File: config.mk
export PLATFORM = sky130hd
export DESIGN_NAME = network_time_pulse_and_stamp
export DESIGN_NICKNAME = d
export VERILOG_FILES = /design/src/verilog/nst_pkg.sv /design/src/verilog/tick_divider.sv /design/src/verilog/network_time_pulse_and_stamp.sv
export SDC_FILE = /design/constraint.sdc
export NUM_CORES = 1
export LEC_CHECK = 0
export BUFFER_PORTS_ARGS = -buffer_cell sky130_fd_sc_hd__clkbuf_2
export CORE_MARGIN = 8
export CORE_UTILIZATION = 61
export CTS_BUF_LIST = sky130_fd_sc_hd__clkbuf_4
export CTS_CLUSTER_DIAMETER = 120
export DETAILED_ROUTE_END_ITERATION = 8
export GPL_TIMING_DRIVEN = 0
export PLACE_DENSITY = 0.84
export SLEW_MARGIN = 20
export SYNTH_ARGS = -nofsm -noshare
export SYNTH_HDL_FRONTEND = slang
export SYNTH_SLANG_ARGS = --single-unit
File: constraint.sdc
create_clock -name clk_i -period 4.4 [get_ports clk_i]
set_clock_uncertainty 0.1 [all_clocks]
set_input_delay 0.44 -clock clk_i [delete_from_list [all_inputs] [get_ports clk_i]]
set_output_delay 0.44 -clock clk_i [all_outputs]
set_load 0.02 [all_outputs]
File: src/verilog/nst_pkg.sv
// network time counter: shared constants, register offsets and carriers
// assumes one 250 MHz clock and a link engine on that same clock
package tmr_pkg;

  // ----------------------------------------------------------------
  // timing
  // ----------------------------------------------------------------
  localparam int unsigned CLK_PERIOD_PS    = 4000;
  localparam int unsigned BASE_RES_PS      = 2000000;  // 2.0us at code 000
  localparam int unsigned BASE_TICK_CYCLES = (BASE_RES_PS + CLK_PERIOD_PS - 1) / CLK_PERIOD_PS;
  localparam int unsigned DIV_WIDTH        = 16;

  // ----------------------------------------------------------------
  // register map (word index on the register port)
  // ----------------------------------------------------------------
  localparam logic [3:0] OFS_CTRL      = 4'h0;  // [2:0] prescale [6:3] cycle [7] send
  localparam logic [3:0] OFS_MASTER_ID = 4'h1;
  localparam logic [3:0] OFS_OWN_ID    = 4'h2;
  localparam logic [3:0] OFS_TIME      = 4'h3;  // live counter, read only
  localparam logic [3:0] OFS_RX_TIME   = 4'h4;  // last received value, read only
  localparam logic [3:0] OFS_STATUS    = 4'h5;  // [0] master [1] adjust pending

  localparam int unsigned CTRL_PRE_LSB  = 0;
  localparam int unsigned CTRL_CYC_LSB  = 3;
  localparam int unsigned CTRL_SEND_BIT = 7;

  localparam logic [7:0]  CTRL_RESET      = 8'h00;
  localparam logic [7:0]  MASTER_ID_RESET = 8'h00;
  localparam logic [7:0]  OWN_ID_RESET    = 8'h00;
  localparam logic [15:0] TIME_RESET      = 16'h0000;

  // ----------------------------------------------------------------
  // tail position of a transmit byte
  // ----------------------------------------------------------------
  typedef enum logic [1:0] {
    TAIL_BODY   = 2'b00,
    TAIL_SECOND = 2'b01,  // second-to-last byte: high time byte
    TAIL_LAST   = 2'b10   // last byte: low time byte
  } tail_pos_t;

  // ----------------------------------------------------------------
  // carriers
  // ----------------------------------------------------------------
  typedef struct packed {
    logic      load;
    tail_pos_t tail;
    logic [7:0] data;
  } tx_req_t;

  typedef struct packed {
    logic       valid;
    logic [7:0] data;
  } tx_byte_t;

  typedef struct packed {
    logic en;
    logic tail;
  } buf_wr_t;

  typedef struct packed {
    logic        valid;
    logic [7:0]  src;
    logic [15:0] value;
  } rx_stamp_t;

  typedef struct packed {
    logic        en;
    logic [7:0]  page;
    logic [15:0] value;
  } stamp_wr_t;

endpackage

File: src/verilog/tick_divider.sv
// free-running divider that emits a one-cycle enable every period_i cycles
// assumes period_i is held stable and at least 1
`timescale 1ns/1ps
module tick_divider #(
  parameter int unsigned WIDTH = 16
) (
  // clock and reset
  input  wire logic             clk_i,
  input  wire logic             reset_i,
  // division
  input  wire logic [WIDTH-1:0] period_i,
  output logic                  tick_o
);

  logic [WIDTH-1:0] count_reg;
  logic             tick_reg;

  // ----------------------------------------------------------------
  // count and wrap
  // ----------------------------------------------------------------
  // registered pulse so consumers see a clean one-cycle enable
  always_ff @(posedge clk_i)
  begin
    if (reset_i)
    begin
      count_reg <= '0;
      tick_reg  <= 1'b0;
    end
    else if (count_reg >= period_i - WIDTH'(1))
    begin
      count_reg <= '0;
      tick_reg  <= 1'b1;
    end
    else
    begin
      count_reg <= count_reg + WIDTH'(1);
      tick_reg  <= 1'b0;
    end
  end

  assign tick_o = tick_reg;

endmodule

File: src/verilog/network_time_pulse_and_stamp.sv
// network time counter with pulse output, transmit stamping, receive capture
// assumes the link engine and the register master share clk_i
//
// Our own choices: the strobed register port and the placing of the registers.
`timescale 1ns/1ps
module network_time_pulse_and_stamp #(
  parameter int unsigned BASE_TICK_CYCLES = tmr_pkg::BASE_TICK_CYCLES
) (
  // clock and reset
  input  wire logic                clk_i,
  input  wire logic                reset_i,
  // register port
  input  wire logic [3:0]          reg_addr_i,
  input  wire logic [15:0]         reg_wdata_i,
  input  wire logic                reg_wr_i,
  input  wire logic                reg_rd_i,
  output logic [15:0]              reg_rdata_o,
  // transmit side
  input  wire tmr_pkg::tx_req_t    tx_req_i,
  input  wire logic                tx_stamp_point_i,
  output tmr_pkg::tx_byte_t        tx_byte_o,
  // cpu writes into transmit buffer
  input  wire tmr_pkg::buf_wr_t    cpu_buf_wr_i,
  output logic                     cpu_buf_wr_en_o,
  // receive side
  input  wire tmr_pkg::rx_stamp_t  rx_stamp_i,
  input  wire logic                rx_frame_ok_i,
  input  wire logic                rx_frame_bad_i,
  output tmr_pkg::stamp_wr_t       stamp_wr_o,
  // time outputs
  output logic                     time_pulse_out_n_o,
  output logic [15:0]              network_time_value_o
);

  logic [7:0]         ctrl_reg;
  logic [7:0]         clock_master_node_reg;
  logic [7:0]         own_id_reg;
  logic [15:0]        rdata_reg;
  logic [15:0]        cnt_reg;
  logic [15:0]        cnt_next;
  logic [7:0]         stage_reg;
  logic               pulse_n_reg;
  logic [15:0]        stamp_reg;
  tmr_pkg::tx_byte_t  tx_byte_reg;
  tmr_pkg::stamp_wr_t stamp_wr_reg;
  logic               pend_reg;
  logic [7:0]         pend_src_reg;
  logic [15:0]        pend_val_reg;
  logic [15:0]        rx_time_reg;
  logic [2:0]         time_prescale_sel;
  logic [3:0]         pulse_cycle_sel;
  logic               send_mode;
  logic               is_master;
  logic               stamp_on;
  logic               base_tick;
  logic               res_tick;
  logic               adjust;
  logic [7:0]         res_mask;
  logic [15:0]        cyc_mask;

  assign time_prescale_sel = ctrl_reg[tmr_pkg::CTRL_PRE_LSB +: 3];
  assign pulse_cycle_sel   = ctrl_reg[tmr_pkg::CTRL_CYC_LSB +: 4];
  assign send_mode         = ctrl_reg[tmr_pkg::CTRL_SEND_BIT];
  assign is_master         = (own_id_reg == clock_master_node_reg);
  assign stamp_on          = send_mode | is_master;

  // ----------------------------------------------------------------
  // register port
  // ----------------------------------------------------------------
  // writes to control and id registers; read-only offsets ignore writes
  always_ff @(posedge clk_i)
  begin
    if (reset_i)
    begin
      ctrl_reg              <= tmr_pkg::CTRL_RESET;
      clock_master_node_reg <= tmr_pkg::MASTER_ID_RESET;
      own_id_reg            <= tmr_pkg::OWN_ID_RESET;
    end
    else if (reg_wr_i)
    begin
      case (reg_addr_i)
        tmr_pkg::OFS_CTRL:      ctrl_reg <= reg_wdata_i[7:0];
        tmr_pkg::OFS_MASTER_ID: clock_master_node_reg <= reg_wdata_i[7:0];
        tmr_pkg::OFS_OWN_ID:    own_id_reg <= reg_wdata_i[7:0];
        default:                ;
      endcase
    end
  end

  // read data stands one cycle after the strobe, zero otherwise
  always_ff @(posedge clk_i)
  begin
    if (reset_i)
      rdata_reg <= '0;
    else if (reg_rd_i)
    begin
      case (reg_addr_i)
        tmr_pkg::OFS_CTRL:      rdata_reg <= {8'h00, ctrl_reg};
        tmr_pkg::OFS_MASTER_ID: rdata_reg <= {8'h00, clock_master_node_reg};
        tmr_pkg::OFS_OWN_ID:    rdata_reg <= {8'h00, own_id_reg};
        tmr_pkg::OFS_TIME:      rdata_reg <= cnt_reg;
        tmr_pkg::OFS_RX_TIME:   rdata_reg <= rx_time_reg;
        tmr_pkg::OFS_STATUS:    rdata_reg <= {14'h0000, pend_reg, is_master};
        default:                rdata_reg <= '0;
      endcase
    end
    else
      rdata_reg <= '0;
  end

  assign reg_rdata_o = rdata_reg;

  // ----------------------------------------------------------------
  // resolution tick
  // ----------------------------------------------------------------
  tick_divider #(
    .WIDTH    (tmr_pkg::DIV_WIDTH)
  ) u_base_div (
    .clk_i    (clk_i),
    .reset_i  (reset_i),
    .period_i (tmr_pkg::DIV_WIDTH'(BASE_TICK_CYCLES)),
    .tick_o   (base_tick)
  );

  // divide the 2.0us base by two to the prescale code
  assign res_mask = 8'((9'h001 << time_prescale_sel) - 9'h001);
  assign res_tick = base_tick && ((stage_reg & res_mask) == res_mask);

  always_ff @(posedge clk_i)
  begin
    if (reset_i)
      stage_reg <= '0;
    else if (base_tick)
      stage_reg <= stage_reg + 8'h01;
  end

  // ----------------------------------------------------------------
  // time counter
  // ----------------------------------------------------------------
  // adjustment from the master outranks a tick in the same cycle
  assign adjust = rx_frame_ok_i && pend_reg && (pend_src_reg == clock_master_node_reg);

  always_comb
  begin
    cnt_next = cnt_reg;
    if (adjust)
      cnt_next = pend_val_reg;
    else if (res_tick)
      cnt_next = cnt_reg + 16'h0001;
  end

  always_ff @(posedge clk_i)
  begin
    if (reset_i)
      cnt_reg <= tmr_pkg::TIME_RESET;
    else
      cnt_reg <= cnt_next;
  end

  assign network_time_value_o = cnt_reg;

  // ----------------------------------------------------------------
  // pulse output
  // ----------------------------------------------------------------
  // low while the low cycle+1 counter bits are zero: one tick per period
  assign cyc_mask = 16'((17'h00002 << pulse_cycle_sel) - 17'h00001);

  always_ff @(posedge clk_i)
  begin
    if (reset_i)
      pulse_n_reg <= 1'b1;
    else
      pulse_n_reg <= ((cnt_reg & cyc_mask) != 16'h0000);
  end

  assign time_pulse_out_n_o = pulse_n_reg;

  // ----------------------------------------------------------------
  // transmit stamping
  // ----------------------------------------------------------------
  // tail bytes come from the counter value sampled at the stamp point, not from the live counter
  always_ff @(posedge clk_i)
  begin
    if (reset_i)
      stamp_reg <= '0;
    else if (tx_stamp_point_i)
      stamp_reg <= cnt_reg;
  end

  always_ff @(posedge clk_i)
  begin
    if (reset_i)
      tx_byte_reg <= '0;
    else
    begin
      tx_byte_reg.valid <= tx_req_i.load;
      if (stamp_on && tx_req_i.tail == tmr_pkg::TAIL_SECOND)
        tx_byte_reg.data <= stamp_reg[15:8];
      else if (stamp_on && tx_req_i.tail == tmr_pkg::TAIL_LAST)
        tx_byte_reg.data <= stamp_reg[7:0];
      else
        tx_byte_reg.data <= tx_req_i.data;
    end
  end

  assign tx_byte_o = tx_byte_reg;

  // the tail of the page is owned by the stamp while stamping is on
  assign cpu_buf_wr_en_o = cpu_buf_wr_i.en && !(cpu_buf_wr_i.tail && stamp_on);

  // ----------------------------------------------------------------
  // receive capture
  // ----------------------------------------------------------------
  // store at once into the source's page; adjust only after frame checks
  always_ff @(posedge clk_i)
  begin
    if (reset_i)
      stamp_wr_reg <= '0;
    else
    begin
      stamp_wr_reg.en    <= rx_stamp_i.valid;
      stamp_wr_reg.page  <= rx_stamp_i.src;
      stamp_wr_reg.value <= rx_stamp_i.value;
    end
  end

  assign stamp_wr_o = stamp_wr_reg;

  // a new stamp arriving with the verdict of the old frame wins
  always_ff @(posedge clk_i)
  begin
    if (reset_i)
    begin
      pend_reg     <= 1'b0;
      pend_src_reg <= '0;
      pend_val_reg <= '0;
      rx_time_reg  <= '0;
    end
    else if (rx_stamp_i.valid)
    begin
      pend_reg     <= 1'b1;
      pend_src_reg <= rx_stamp_i.src;
      pend_val_reg <= rx_stamp_i.value;
      rx_time_reg  <= rx_stamp_i.value;
    end
    else if (rx_frame_ok_i || rx_frame_bad_i)
      pend_reg <= 1'b0;
  end
endmodule

==> key figures, run 1 <==
Logic synthesis
  • Share of the yosys chip area belonging to registers: 49.2%
  • Library cell with the highest instance count after synthesis: dfxtp_1
  • Primary flip-flop cell chosen by synthesis mapping: dfxtp_1
  • Adder-cell share of the synthesized area: 0.789%
  • Post-synth EDFFs: 0
  • Main combinational cell family by area after synthesis: simple AND/OR/NAND/NOR gates
  • Post-Synthesis Mean Instance Area: 8.95 um^2
  • Number of distinct library cells after synthesis: 52
  • Most frequent cells after synthesis: 156 x dfxtp_1, 107 x nor2_1, 55 x nand2_1, 44 x a21oi_1, 42 x mux2i_1
  • Fraction of registers with async set/reset: 0%
  • Post-synthesis compound-gate area fraction: 12.9%
  • Simple logic cell fraction of the synthesized area: 20.6%
  • Fraction of post-synthesis cell area in the top cell type by area: roughly half
  • Total of flip-flops plus latches after synthesis: 156
  • Multiplexer share of the synthesized area: 6.80%
  • Cell count after synthesis: 709
  • Fraction of synthesized cell area in xor and xnor cells: 5.80%
  • Netlist area before placement: around 0.0063 mm^2
  • YS warnings: 0
  • Top cell type by total area after synthesis: dfxtp_1
  • Main area contributors after synthesis: dfxtp_1 49%, mux2i_1 6.6%, nor2_1 6.3%

Pwr
  • Worst vdd ir: about 0.22 mV
  • Clk network pwr share: a little over a third
  • Leakage dissipation: 3.10 nW
  • Pwr per Cell Area: 368 mW/mm^2
  • Sequential cell fraction of total power: 53.3%
  • Net switching component of the power: 0.722 mW
  • Power share of the combinational group: 10.8%
  • Switching part of the total power: between 20% and 30%
  • Internal power component: 2.11 mW

Die
  • Total die area: around 0.014 mm^2
  • Vert. Die Dim: roughly 120 um
  • Num rows: 37
  • Core Area: 0.0102 mm^2
  • Die outline width: between 100 and 150 um
  • Boundary Pins: 133
  • Initial core utilization: 62.0%

Final layout
  • Final-stage net count: 943
  • Growth of design area from synthesis to finish: 21.3%
  • Share of cells above drive strength 1: a little under a fifth
  • Fill cell count: 751
  • Utilization of the core after routing: 75.2%
  • Final instance area: 0.00769 mm^2
  • Antenna diode instance count: 0
  • Max FFs per register: 25

Timing
  • Unrepaired setup endpoints after global routing: false
  • Relative slew margins: 28.2%
  • Total count of max-transition violations in the final report: 0
  • Fmax: 0.354 GHz
  • Slew @ Worst Pin: 1.07 ns
  • Final hold slack: between 0.03 and 0.04 ns
  • Final critical delay including setup and external delays: approximately 2.8 ns
  • Summed negative setup slack over all endpoints: 0 ns
  • Crit share post-route: between 60% and 70%
  • Final setup fails: 0
  • Count of endpoints failing hold in the final timing report: 0

Routing
  • Starting DRC count in detailed routing: 728
  • DRT antenna net count: 0
  • Vias post-DR: between 5000 and 6000
  • Number of iterations in the first detailed-routing pass: 7
  • Wire per inst: 17.8 um
  • WL final: 18.2 mm
  • Average via count per standard cell: 5.78
  • Post-route DRC violation count: 0

Worst setup path
  • Number of cells traversed by the worst register-to-register path: 12
  • Capturing point of the worst reg2reg path: time_pulse_out_n_o$_SDFF_PP1_
  • Kind of end point of the critical path: primary output
  • Critical path startpoint category: register
  • Critical path fanouts, max: 10
  • Launching point of the worst reg2reg path: ctrl_reg[5]$_SDFFE_PP0P_
  • Crit Path Class: register to primary output
  • Signal arrival time at the worst endpoint: 2.29 ns
  • Worst setup slack for register-to-register paths: 1.60 ns
  • Worst setup path startpoint: clock_master_node_reg[0]$_SDFFE_PP0P_
  • Required time worst endpoint: 3.86 ns

Clocking
  • Clk pin slew, worst setup/hold paths: 0.12 ns
  • Post-CTS resize count: 0
  • Post CTS Setup Buffer Count: 0
  • Number of levels the H-tree was split into: 4
  • Clock buffers created by TritonCTS: 17
  • Clock Latency Late Sink: 0.55 ns
  • Clock tree from TritonCTS: yes
  • Cell chosen for the clock root: clkbuf_4
  • Maximum clock insertion buffer count: 2
  • Number of clock sinks: 156

Min path
  • Hold_sp: rx_stamp_i[9]
  • Hold Path Sink: stamp_wr_o[9]$_SDFF_PP0_
  • Worst hold-check path type: primary input to register
  • Depth of the worst hold-timing path: 2

Flow run
  • Maxcap violations: 0

Place
  • IO buf count: between 100 and 150
  • Instance area at placement: 0.00714 mm^2
  • Estimated wirelength of the detail-placed design: 13.2 mm
  • GPL Wtd Cong: 1.02

Global routing
  • Total global routing track utilization: 26.0%
  • Maximum number of pins on one net before global-route repair: 17
  • Initial antenna violation count: 0
  • Total overflow reported by the global router: 0
  • Vias in the first global route: around 6000
  • Global-route wire length before repair: 29.5 mm

Run status
  • Run status: finished clean
-- per-stage QoR --
stage / setup slack [ns] / cells / power, mW
2_1_floorplan: 2.18 / 715 / 1.71
3_3_place_gp: 1.80 / 970 / 1.82
3_5_place_dp: 1.76 / 970 / 1.83
4_1_cts: 1.58 / 1023 / 2.84
5_1_grt: 1.37 / 1023 / 2.93
6_report: 1.57 / 1023 / 2.83
-- layout by cell type, fill, tap and decap left out, types with 23 or more instances in the layout --
cell and instances:
a21oi_1 44, a22oi_1 23, clkbuf_1 40, clkbuf_2 119, dfxtp_1 156, mux2i_1 42, nand2_1 55, nand3_1 36
nor2_1 107, nor2b_1 27, xnor2_1 25
-- worst max-delay path: stages (launching register included) --
cell and delay, ns:
dfxtp_1 0.50, xnor2_1 0.16, nand4_1 0.10, nor2_1 0.16, or2_2 0.16, clkbuf_1 0.33, a21boi_0 0.15, clkbuf_2 0.18
-- routing by layer --
metal | vias up | share of wire (%) | wire, um | global-route usage, %
li1 | 2783 | - | - | -
met1 | 2737 | 38 | 7010 | 29.5
met2 | 331 | 49 | 8860 | 43.9
met3 | 67 | 8.9 | 1620 | 7.29
met4 | 0 | 4.0 | 732 | 13.3
met5 | - | 0 | 0 | 0
-- final cells by class --
cell class	count	area (um^2)	share of cell area, %
sequential	156	3120	40.6
buffer	48	203	2.63
timing repair buffer	140	806	10.5
inverter	10	37.5	0.488
clock buffer	20	150	1.95
tap	136	170	2.21
clock inverter	12	195	2.54
multi-input combinational	501	3010	39.1
-- power groups by stage --
stage          clock [mW]  combinational, mW  sequential (mW)
3_3_place_gp            0              0.278             1.54
6_report             1.02              0.307             1.51
2_1_floorplan           0              0.149             1.56
5_1_grt              1.08              0.331             1.52
4_1_cts              1.03              0.303             1.51
3_5_place_dp            0              0.286             1.54
-- worst max path at each step --
stage,to,slack [ns],cells past startpoint
after global routing,cpu_buf_wr_en_o,1.37,7
after detailed placement,time_pulse_out_n_o$_SDFF_PP1_,1.76,12
after global placement,reg_rdata_o[7]$_SDFF_PP0_,1.80,5
final,cpu_buf_wr_en_o,1.57,7
after floorplan,network_time_value_o[15]$_SDFFE_PP0P_,2.18,7
after CTS,cpu_buf_wr_en_o,1.58,7
-- cells by family (layout without fill, tap and decap cells) --
family | count (synthesis) | in the layout
AO/OA/AOI/OAI | 128 | 128
XOR/XNOR | 42 | 42
adder cells (fa/ha/maj) | 4 | 4
buffers and inverters | 58 | 230
flip-flops | 156 | 156
multiplexers | 43 | 43
other | 1 | 7
AND/OR/NAND/NOR | 277 | 277
-- repair_timing --
item                       in CTS  in global routing
setup endpoints to repair       0                  0
hold buffers                   21                  0
hold endpoints to repair       21                  0
(Power assumes the default switching activity.)
==> run 2: changes to the inputs <==
--- a/config.mk
+++ b/config.mk
@@ -7,12 +7,12 @@
 export LEC_CHECK = 0
 export BUFFER_PORTS_ARGS = -buffer_cell sky130_fd_sc_hd__clkbuf_2
 export CORE_MARGIN = 8
-export CORE_UTILIZATION = 61
+export CORE_UTILIZATION = 51
 export CTS_BUF_LIST = sky130_fd_sc_hd__clkbuf_4
 export CTS_CLUSTER_DIAMETER = 120
 export DETAILED_ROUTE_END_ITERATION = 8
 export GPL_TIMING_DRIVEN = 0
-export PLACE_DENSITY = 0.84
+export PLACE_DENSITY = 0.74
 export SLEW_MARGIN = 20
 export SYNTH_ARGS = -nofsm -noshare
 export SYNTH_HDL_FRONTEND = slang
==> constraint.sdc (replaced) <==
create_clock -name clk_i -period 2.5 [get_ports clk_i]
set_clock_uncertainty 0.1 [all_clocks]
set_input_delay 0.25 -clock clk_i [delete_from_list [all_inputs] [get_ports clk_i]]
set_output_delay 0.25 -clock clk_i [all_outputs]
set_load 0.02 [all_outputs]
==> run 2 against run 1 <==
Setup slack lost 1.5 ns. First-iteration DRC count is 35% lower. Register-to-register slack got worse by 1.5 ns. Clock power increased by 68%. Sequential share of layout area fell by 1.5 points. Critical endpoint is now clock_master_node_reg[7]$_SDFFE_PP0P_. Total power rose by 74%. Sequential cell count is the same. Highest routed layer unchanged. Cell area increased by 4.1%. Utilization is 8.8 points lower.
==> key figures, run 2 (synthesis gave the netlist of run 1 again) <==
Die
  • Boundary Pins: 133 (unchanged)
  • Core Area: 0.0121 mm^2 (was 0.0102 mm^2)
  • Initial core utilization: 52.6% (was 62.0%)
  • Num rows: 40 (was 37)
  • Vert. Die Dim: 128 um (was 118 um)
  • Total die area: 0.0163 mm^2 (was 0.0139 mm^2)
  • Die outline width: 128 um (was 118 um)

Global routing
  • Vias in the first global route: 5778 (was 5839)
  • Global-route wire length before repair: 30.0 mm (was 29.5 mm)
  • Total overflow reported by the global router: 0 (unchanged)
  • Total global routing track utilization: 23.4% (was 26.0%)
  • Initial antenna violation count: 0 (unchanged)
  • Maximum number of pins on one net before global-route repair: 17 (unchanged)

Timing
  • Final setup fails: 0 (unchanged)
  • Fmax: just over 0.4 GHz
  • Final critical delay including setup and external delays: between 2 and 2.5 ns
  • Crit share post-route: 97.3%
  • Count of endpoints failing hold in the final timing report: 0 (unchanged)
  • Unrepaired setup endpoints after global routing: false (unchanged)
  • Relative slew margins: 45.7% (was 28.2%)
  • Slew @ Worst Pin: 0.814 ns (was 1.07 ns)
  • Summed negative setup slack over all endpoints: 0 ns (unchanged)
  • Total count of max-transition violations in the final report: 0 (unchanged)
  • Worst path setup slack after routing: 0.0677 ns (was 1.57 ns)

Clocking
  • Number of clock sinks: 156 (unchanged)
  • Clock tree from TritonCTS: yes (unchanged)
  • Maximum clock insertion buffer count: 2 (unchanged)
  • Number of levels the H-tree was split into: 4 (unchanged)
  • Clock buffers created by TritonCTS: 17 (unchanged)
  • Clk pin slew, worst setup/hold paths: 0.13 ns (was 0.12 ns)
  • Clock Latency Late Sink: 0.58 ns (was 0.55 ns)
  • Cell chosen for the clock root: clkbuf_4 (unchanged)

Worst setup path
  • Signal arrival time at the worst endpoint: 2.84 ns (was 2.29 ns)
  • Critical path fanouts, max: 10 (unchanged)
  • Crit Path Class: primary input to register (was register to primary output)
  • Kind of end point of the critical path: register (was primary output)
  • Required time worst endpoint: 2.91 ns (was 3.86 ns)
  • Critical path startpoint category: primary input (was register)

Pwr
  • Worst vdd ir: 0.325 mV (was 0.219 mV)
  • Leakage dissipation: 3.21 nW (was 3.10 nW)
  • Pwr per Cell Area: 617 mW/mm^2 (was 368 mW/mm^2)

Final layout
  • Commonest non-fill, non-tap cells in the layout: 148 x dfxtp_1, 120 x clkbuf_2, 107 x nor2_1 (was 156 x dfxtp_1, 119 x clkbuf_2, 107 x nor2_1)
  • Final-stage net count: 968 (was 943)
  • Share of cells above drive strength 1: 19.0% (was 18.2%)
  • Antenna diode instance count: 0 (unchanged)
  • Sequential cell area in the final layout: 0.00313 mm^2 (was 0.00312 mm^2)
  • Growth of design area from synthesis to finish: 26.3% (was 21.3%)
  • Max FFs per register: 25 (unchanged)
  • Fill cell count: 1021 (was 751)
  • Most common library cell in the layout ignoring fill and taps: dfxtp_1 (unchanged)
  • Area of the multi-input gates: 0.00303 mm^2 (was 0.00301 mm^2)

Routing
  • DRT antenna net count: 0 (unchanged)
  • Vias post-DR: 5966 (was 5918)
  • Number of iterations in the first detailed-routing pass: 6 (was 7)
  • Starting DRC count in detailed routing: 471 (was 728)
  • Average via count per standard cell: 5.52 (was 5.78)
  • Post-route DRC violation count: 0 (unchanged)
  • WL final: 18.8 mm (was 18.2 mm)
  • Wire per inst: 17.4 um (was 17.8 um)

Place
  • Estimated wirelength of the detail-placed design: 13.7 mm (was 13.2 mm)
  • Pre-CTS setup slack: -0.215 ns (was 1.76 ns)
  • GPL Wtd Cong: 0.924 (was 1.02)
  • IO buf count: 119 (unchanged)

Min path
  • Worst hold-check path type: primary input to register (unchanged)

Run status
  • Run status: finished clean (unchanged)

Flow run
  • Maxcap violations: 0 (unchanged)
-- run 2: cell types whose count changed in the layout (fill, tap and decap cells not counted), sizes merged --
cell | previous run | this run
clkbuf | 179 | 173
clkinv | 5 | 7
inv | 10 | 12
bufinv | 5 | 4
dlygate4sd3 | 21 | 49
-- run 2: final timing paths --
kind	from	endpoint	depth (start not counted)	slack, ns
max	reg_addr_i[0]	clock_master_node_reg[7]$_SDFFE_PP0P_	8	0.07
min	tx_stamp_point_i	stamp_reg[0]$_SDFFE_PP0P_	3	0.06
max reg2reg	stage_reg[0]$_SDFFE_PP0P_	network_time_value_o[15]$_SDFFE_PP0P_	7	0.11
min reg2reg	u_base_div.count_reg[0]$_SDFF_PP0_	u_base_div.count_reg[0]$_SDFF_PP0_	1	0.39
-- run 2: where the power goes --
| part | leakage (nW) | switching [mW] | internal, mW | total (mW) |
|---|---|---|---|---|
| Clock | 0.165 | 0.917 | 0.791 | 1.71 |
| Sequential | 1.28 | 0.0789 | 2.58 | 2.66 |
| Combinational | 1.76 | 0.329 | 0.246 | 0.575 |
| Total | 3.21 | 1.33 | 3.62 | 4.94 |
-- run 2: metal layers --
layer	up-vias	share of wire, %	track usage (%)
met1	2812	41	27.9
li1	2838	-	-
met3	59	8.2	5.82
met5	-	0	0
met2	257	48	38.9
met4	0	3.1	10.6
-- run 2: layout make-up --
| class | instances | share of cell area [%] |
|---|---|---|
| sequential | 156 | 39.1 |
| multi-input combinational | 501 | 37.8 |
| timing repair buffer | 168 | 13.6 |
| tap | 168 | 2.62 |
| buffer | 45 | 2.45 |
| clock inverter | 15 | 2.44 |
| clock buffer | 17 | 1.59 |
| inverter | 10 | 0.469 |
-- run 2: timing repair --
| action | in CTS | in global routing |
|---|---|---|
| hold buffers | 49 | 0 |
| endpoints found under the hold margin | 88 | 0 |
| buffers inserted | 0 | 0 |
| pin swaps | 0 | 0 |
| setup endpoints to repair | 2 | 4 |
| gates resized for setup | 2 | 14 |
-- run 2: stage by stage --
step                      utilization (%)  hold slack, ns  cells  cell area [um^2]  power, mW
after floorplan                         -           0.274    715              6370       3.01
after global placement               59.5           0.344   1002              7170       3.21
after detailed placement             59.5           0.363   1002              7170       3.22
after CTS                            66.2          0.0409   1081              7980       4.95
after global routing                 66.4          0.0544   1080              8010       5.14
final                                66.4          0.0650   1080              8010       4.94
-- run 2: critical path: stages --
cell	delay [ns]
dlygate4sd3_1	0.54
clkbuf_1	0.27
nand2_1	0.09
nor2_1	0.44
clkbuf_1	0.43
nand3_1	0.12
dlygate4sd3_1	0.57
a21oi_1	0.12
==> run 3: changes to the inputs <==
--- a/config.mk
+++ b/config.mk
@@ -7,12 +7,12 @@
 export LEC_CHECK = 0
 export BUFFER_PORTS_ARGS = -buffer_cell sky130_fd_sc_hd__clkbuf_2
 export CORE_MARGIN = 8
-export CORE_UTILIZATION = 51
+export CORE_UTILIZATION = 61
 export CTS_BUF_LIST = sky130_fd_sc_hd__clkbuf_4
 export CTS_CLUSTER_DIAMETER = 120
 export DETAILED_ROUTE_END_ITERATION = 8
 export GPL_TIMING_DRIVEN = 0
-export PLACE_DENSITY = 0.74
+export PLACE_DENSITY = 0.84
 export SLEW_MARGIN = 20
 export SYNTH_ARGS = -nofsm -noshare
 export SYNTH_HDL_FRONTEND = slang
==> constraint.sdc (replaced) <==
create_clock -name clk_i -period 3.05 [get_ports clk_i]
set_clock_uncertainty 0.1 [all_clocks]
set_input_delay 0.305 -clock clk_i [delete_from_list [all_inputs] [get_ports clk_i]]
set_output_delay 0.305 -clock clk_i [all_outputs]
set_load 0.02 [all_outputs]
==> run 3 against run 2 <==
Sequential cell count unchanged. Combinational power shrank 18%. Die area shrank 14%. Wire length rose by 1.1%. Via count is 1.8% higher. Cell area shrank 1.2%. Total power decreased by 16%. Critical path depth grew 4. Non-clock buffer count decreased by 3. Hold slack lost 0.0052 ns. Utilization grew 11 points. Cell count fell by 3.2%. Largest cell class unchanged. Largest power group unchanged.
==> key figures, run 3 (synthesis gave the netlist of run 1 again) <==
Routing
  • Average via count per standard cell: 5.81 (was 5.52)
  • Vias post-DR: 6072 (was 5966)
  • Number of iterations in the first detailed-routing pass: 8 (was 6)
  • Wire per inst: 18.2 um (was 17.4 um)
  • WL final: 19.0 mm (was 18.8 mm)
  • Starting DRC count in detailed routing: 777 (was 471)
  • DRT antenna net count: 0 (unchanged)
  • Post-route DRC violation count: 0 (unchanged)

Final layout
  • Antenna diode instance count: 0 (unchanged)
  • Max FFs per register: 25 (unchanged)
  • Commonest non-fill, non-tap cells in the layout: 156 x dfxtp_1, 119 x clkbuf_2, 107 x nor2_1 (was 148 x dfxtp_1, 120 x clkbuf_2, 107 x nor2_1)
  • Number of non-filler instances in the completed layout: 1045 (was 1080)
  • Most common library cell in the layout ignoring fill and taps: dfxtp_1 (unchanged)
  • Share of cells above drive strength 1: 17.7% (was 19.0%)
  • Growth of design area from synthesis to finish: 24.7% (was 26.3%)
  • Final-stage net count: 965 (was 968)

Flow run
  • Maxcap violations: 0 (unchanged)

Place
  • IO buf count: 119 (unchanged)
  • GPL Wtd Cong: 1.02 (was 0.924)
  • Estimated wirelength of the detail-placed design: 13.2 mm (was 13.7 mm)
  • Placed cell count: 970 (was 1002)

Pwr
  • Sequential cell fraction of total power: 52.8% (was 53.8%)
  • Clk network pwr share: 35.8% (was 34.6%)
  • Internal power component: 3.07 mW (was 3.62 mW)
  • Pwr per Cell Area: 522 mW/mm^2 (was 617 mW/mm^2)
  • Leakage dissipation: 3.19 nW (was 3.21 nW)
  • Switching part of the total power: 25.7% (was 26.8%)
  • Net switching component of the power: 1.06 mW (was 1.33 mW)
  • Worst vdd ir: 0.317 mV (was 0.325 mV)
  • Power share of the combinational group: 11.4% (was 11.6%)

Die
  • Die outline width: 118 um (was 128 um)
  • Boundary Pins: 133 (unchanged)
  • Initial core utilization: 62.0% (was 52.6%)
  • Total die area: 0.0139 mm^2 (was 0.0163 mm^2)
  • Vert. Die Dim: 118 um (was 128 um)
  • Core Area: 0.0102 mm^2 (was 0.0121 mm^2)
  • Num rows: 37 (was 40)

Global routing
  • Maximum number of pins on one net before global-route repair: 17 (unchanged)
  • Global-route wire length before repair: 30.6 mm (was 30.0 mm)
  • Total overflow reported by the global router: 0 (unchanged)
  • Initial antenna violation count: 0 (unchanged)
  • Total global routing track utilization: 27.1% (was 23.4%)
  • Vias in the first global route: 6061 (was 5778)

Worst setup path
  • Worst path slowest cell: clkbuf_1 (was dlygate4sd3_1)
  • Kind of end point of the critical path: register (unchanged)
  • Critical path fanouts, max: 10 (unchanged)
  • Count of buffer and inverter cells on the critical path: 4 (unchanged)
  • Chain of cells forming the critical path: clkbuf_1 -> clkbuf_1 -> nor2_1 -> nand2_1 -> ha_1 -> clkbuf_1 -> inv_1 -> xnor2_1 -> nand2_1 -> nand4_1 -> a211oi_1 -> nand4_1 (was dlygate4sd3_1 -> clkbuf_1 -> nand2_1 -> nor2_1 -> clkbuf_1 -> nand3_1 -> dlygate4sd3_1 -> a21oi_1)
  • Family with the most delay on the worst path: buffers and inverters (unchanged)
  • CP max stage delay: 0.39 ns (was 0.57 ns)
  • Most numerous cell on the critical path: clkbuf_1
  • Required time worst endpoint: 3.37 ns (was 2.91 ns)
  • Critical path startpoint category: register (was primary input)
  • Signal arrival time at the worst endpoint: 3.15 ns (was 2.84 ns)
  • Crit Path Class: register to register (was primary input to register)

Clocking
  • Number of levels the H-tree was split into: 4 (unchanged)
  • Number of clock sinks: 156 (unchanged)
  • Clock Latency Late Sink: 0.56 ns (was 0.58 ns)
  • Cell chosen for the clock root: clkbuf_4 (unchanged)
  • Clock buffers created by TritonCTS: 17 (unchanged)
  • Maximum clock insertion buffer count: 2 (unchanged)
  • Clk pin slew, worst setup/hold paths: 0.13 ns (about the same)
  • Clock tree from TritonCTS: yes (unchanged)

Timing
  • Slew @ Worst Pin: 1.07 ns (was 0.814 ns)
  • Fmax: 0.354 GHz
  • Final critical delay including setup and external delays: around 2.8 ns
  • Final setup fails: 0 (unchanged)
  • Count of endpoints failing hold in the final timing report: 0 (unchanged)
  • Total count of max-transition violations in the final report: 0 (unchanged)
  • Relative slew margins: 28.2% (was 45.7%)
  • Crit share post-route: between 90 and 100%
  • Summed negative setup slack over all endpoints: 0 ns (unchanged)
  • Unrepaired setup endpoints after global routing: false (unchanged)

Run status
  • Run status: finished clean (unchanged)

Min path
  • Worst hold-check path type: primary input to register (unchanged)
-- run 3: area by class of cell --
class | instances | area (um^2)
Buffer | 48 | 203
Clock buffer | 20 | 150
Sequential cell | 156 | 3120
Tap cell | 136 | 170
Multi-Input combinational cell | 501 | 3010
Timing Repair Buffer | 162 | 1030
Fill cell | 710 | 2320
Inverter | 10 | 37.5
Clock inverter | 12 | 195
-- run 3: tightest hold or removal path, stage by stage --
cell,delay (ns)
clkbuf_2,0.09
nand3_1,0.19
a31oi_1,0.09
-- run 3: final timing paths --
path                                      start                                 end  slack, ns  cells past startpoint
min reg2reg  u_base_div.count_reg[0]$_SDFF_PP0_  u_base_div.count_reg[0]$_SDFF_PP0_       0.38                      1
max                    ctrl_reg[5]$_SDFFE_PP0P_       time_pulse_out_n_o$_SDFF_PP1_       0.23                     12
min                                    reg_rd_i           reg_rdata_o[2]$_SDFF_PP0_       0.06                      3
max reg2reg            ctrl_reg[5]$_SDFFE_PP0P_       time_pulse_out_n_o$_SDFF_PP1_       0.23                     12
-- run 3: power groups by stage --
| stage | Clock (mW) | Sequential, mW | Combinational, mW |
|---|---|---|---|
| floorplan | 0 | 2.25 | 0.215 |
| global placement | 0 | 2.22 | 0.401 |
| detailed placement | 0 | 2.22 | 0.412 |
| CTS | 1.48 | 2.18 | 0.459 |
| global route | 1.57 | 2.19 | 0.505 |
| finish | 1.48 | 2.18 | 0.470 |
-- run 3: per-layer routing --
metal	share of wire (%)	vias to the layer above	global-route usage (%)	routed length, um
li1	-	2822	-	-
met1	38	2816	30.4	7280
met2	48	345	45.8	9140
met3	8.5	89	7.00	1610
met4	5.0	0	15.8	942
met5	0	-	0	0
-- run 3: metrics by stage --
stage / instance area [um^2] / power, mW / setup WS [ns] / utilization, % / hold WS [ns]
after global routing: 7920 / 4.26 / 0.156 / 77.4 / 0.0480
after CTS: 7920 / 4.11 / 0.361 / 77.4 / 0.0299
final: 7920 / 4.13 / 0.229 / 77.4 / 0.0597
after global placement: 7130 / 2.62 / 0.505 / 69.7 / 0.345
after floorplan: 6370 / 2.47 / 0.825 / - / 0.329
after detailed placement: 7140 / 2.63 / 0.409 / 69.8 / 0.360
-- run 3: what timing repair did --
action | 4_1_cts | 5_1_grt
hold endpoints to repair | 82 | 0
setup buffers | 0 | 0
hold buffers | 43 | 0
gates resized for setup | 0 | 0
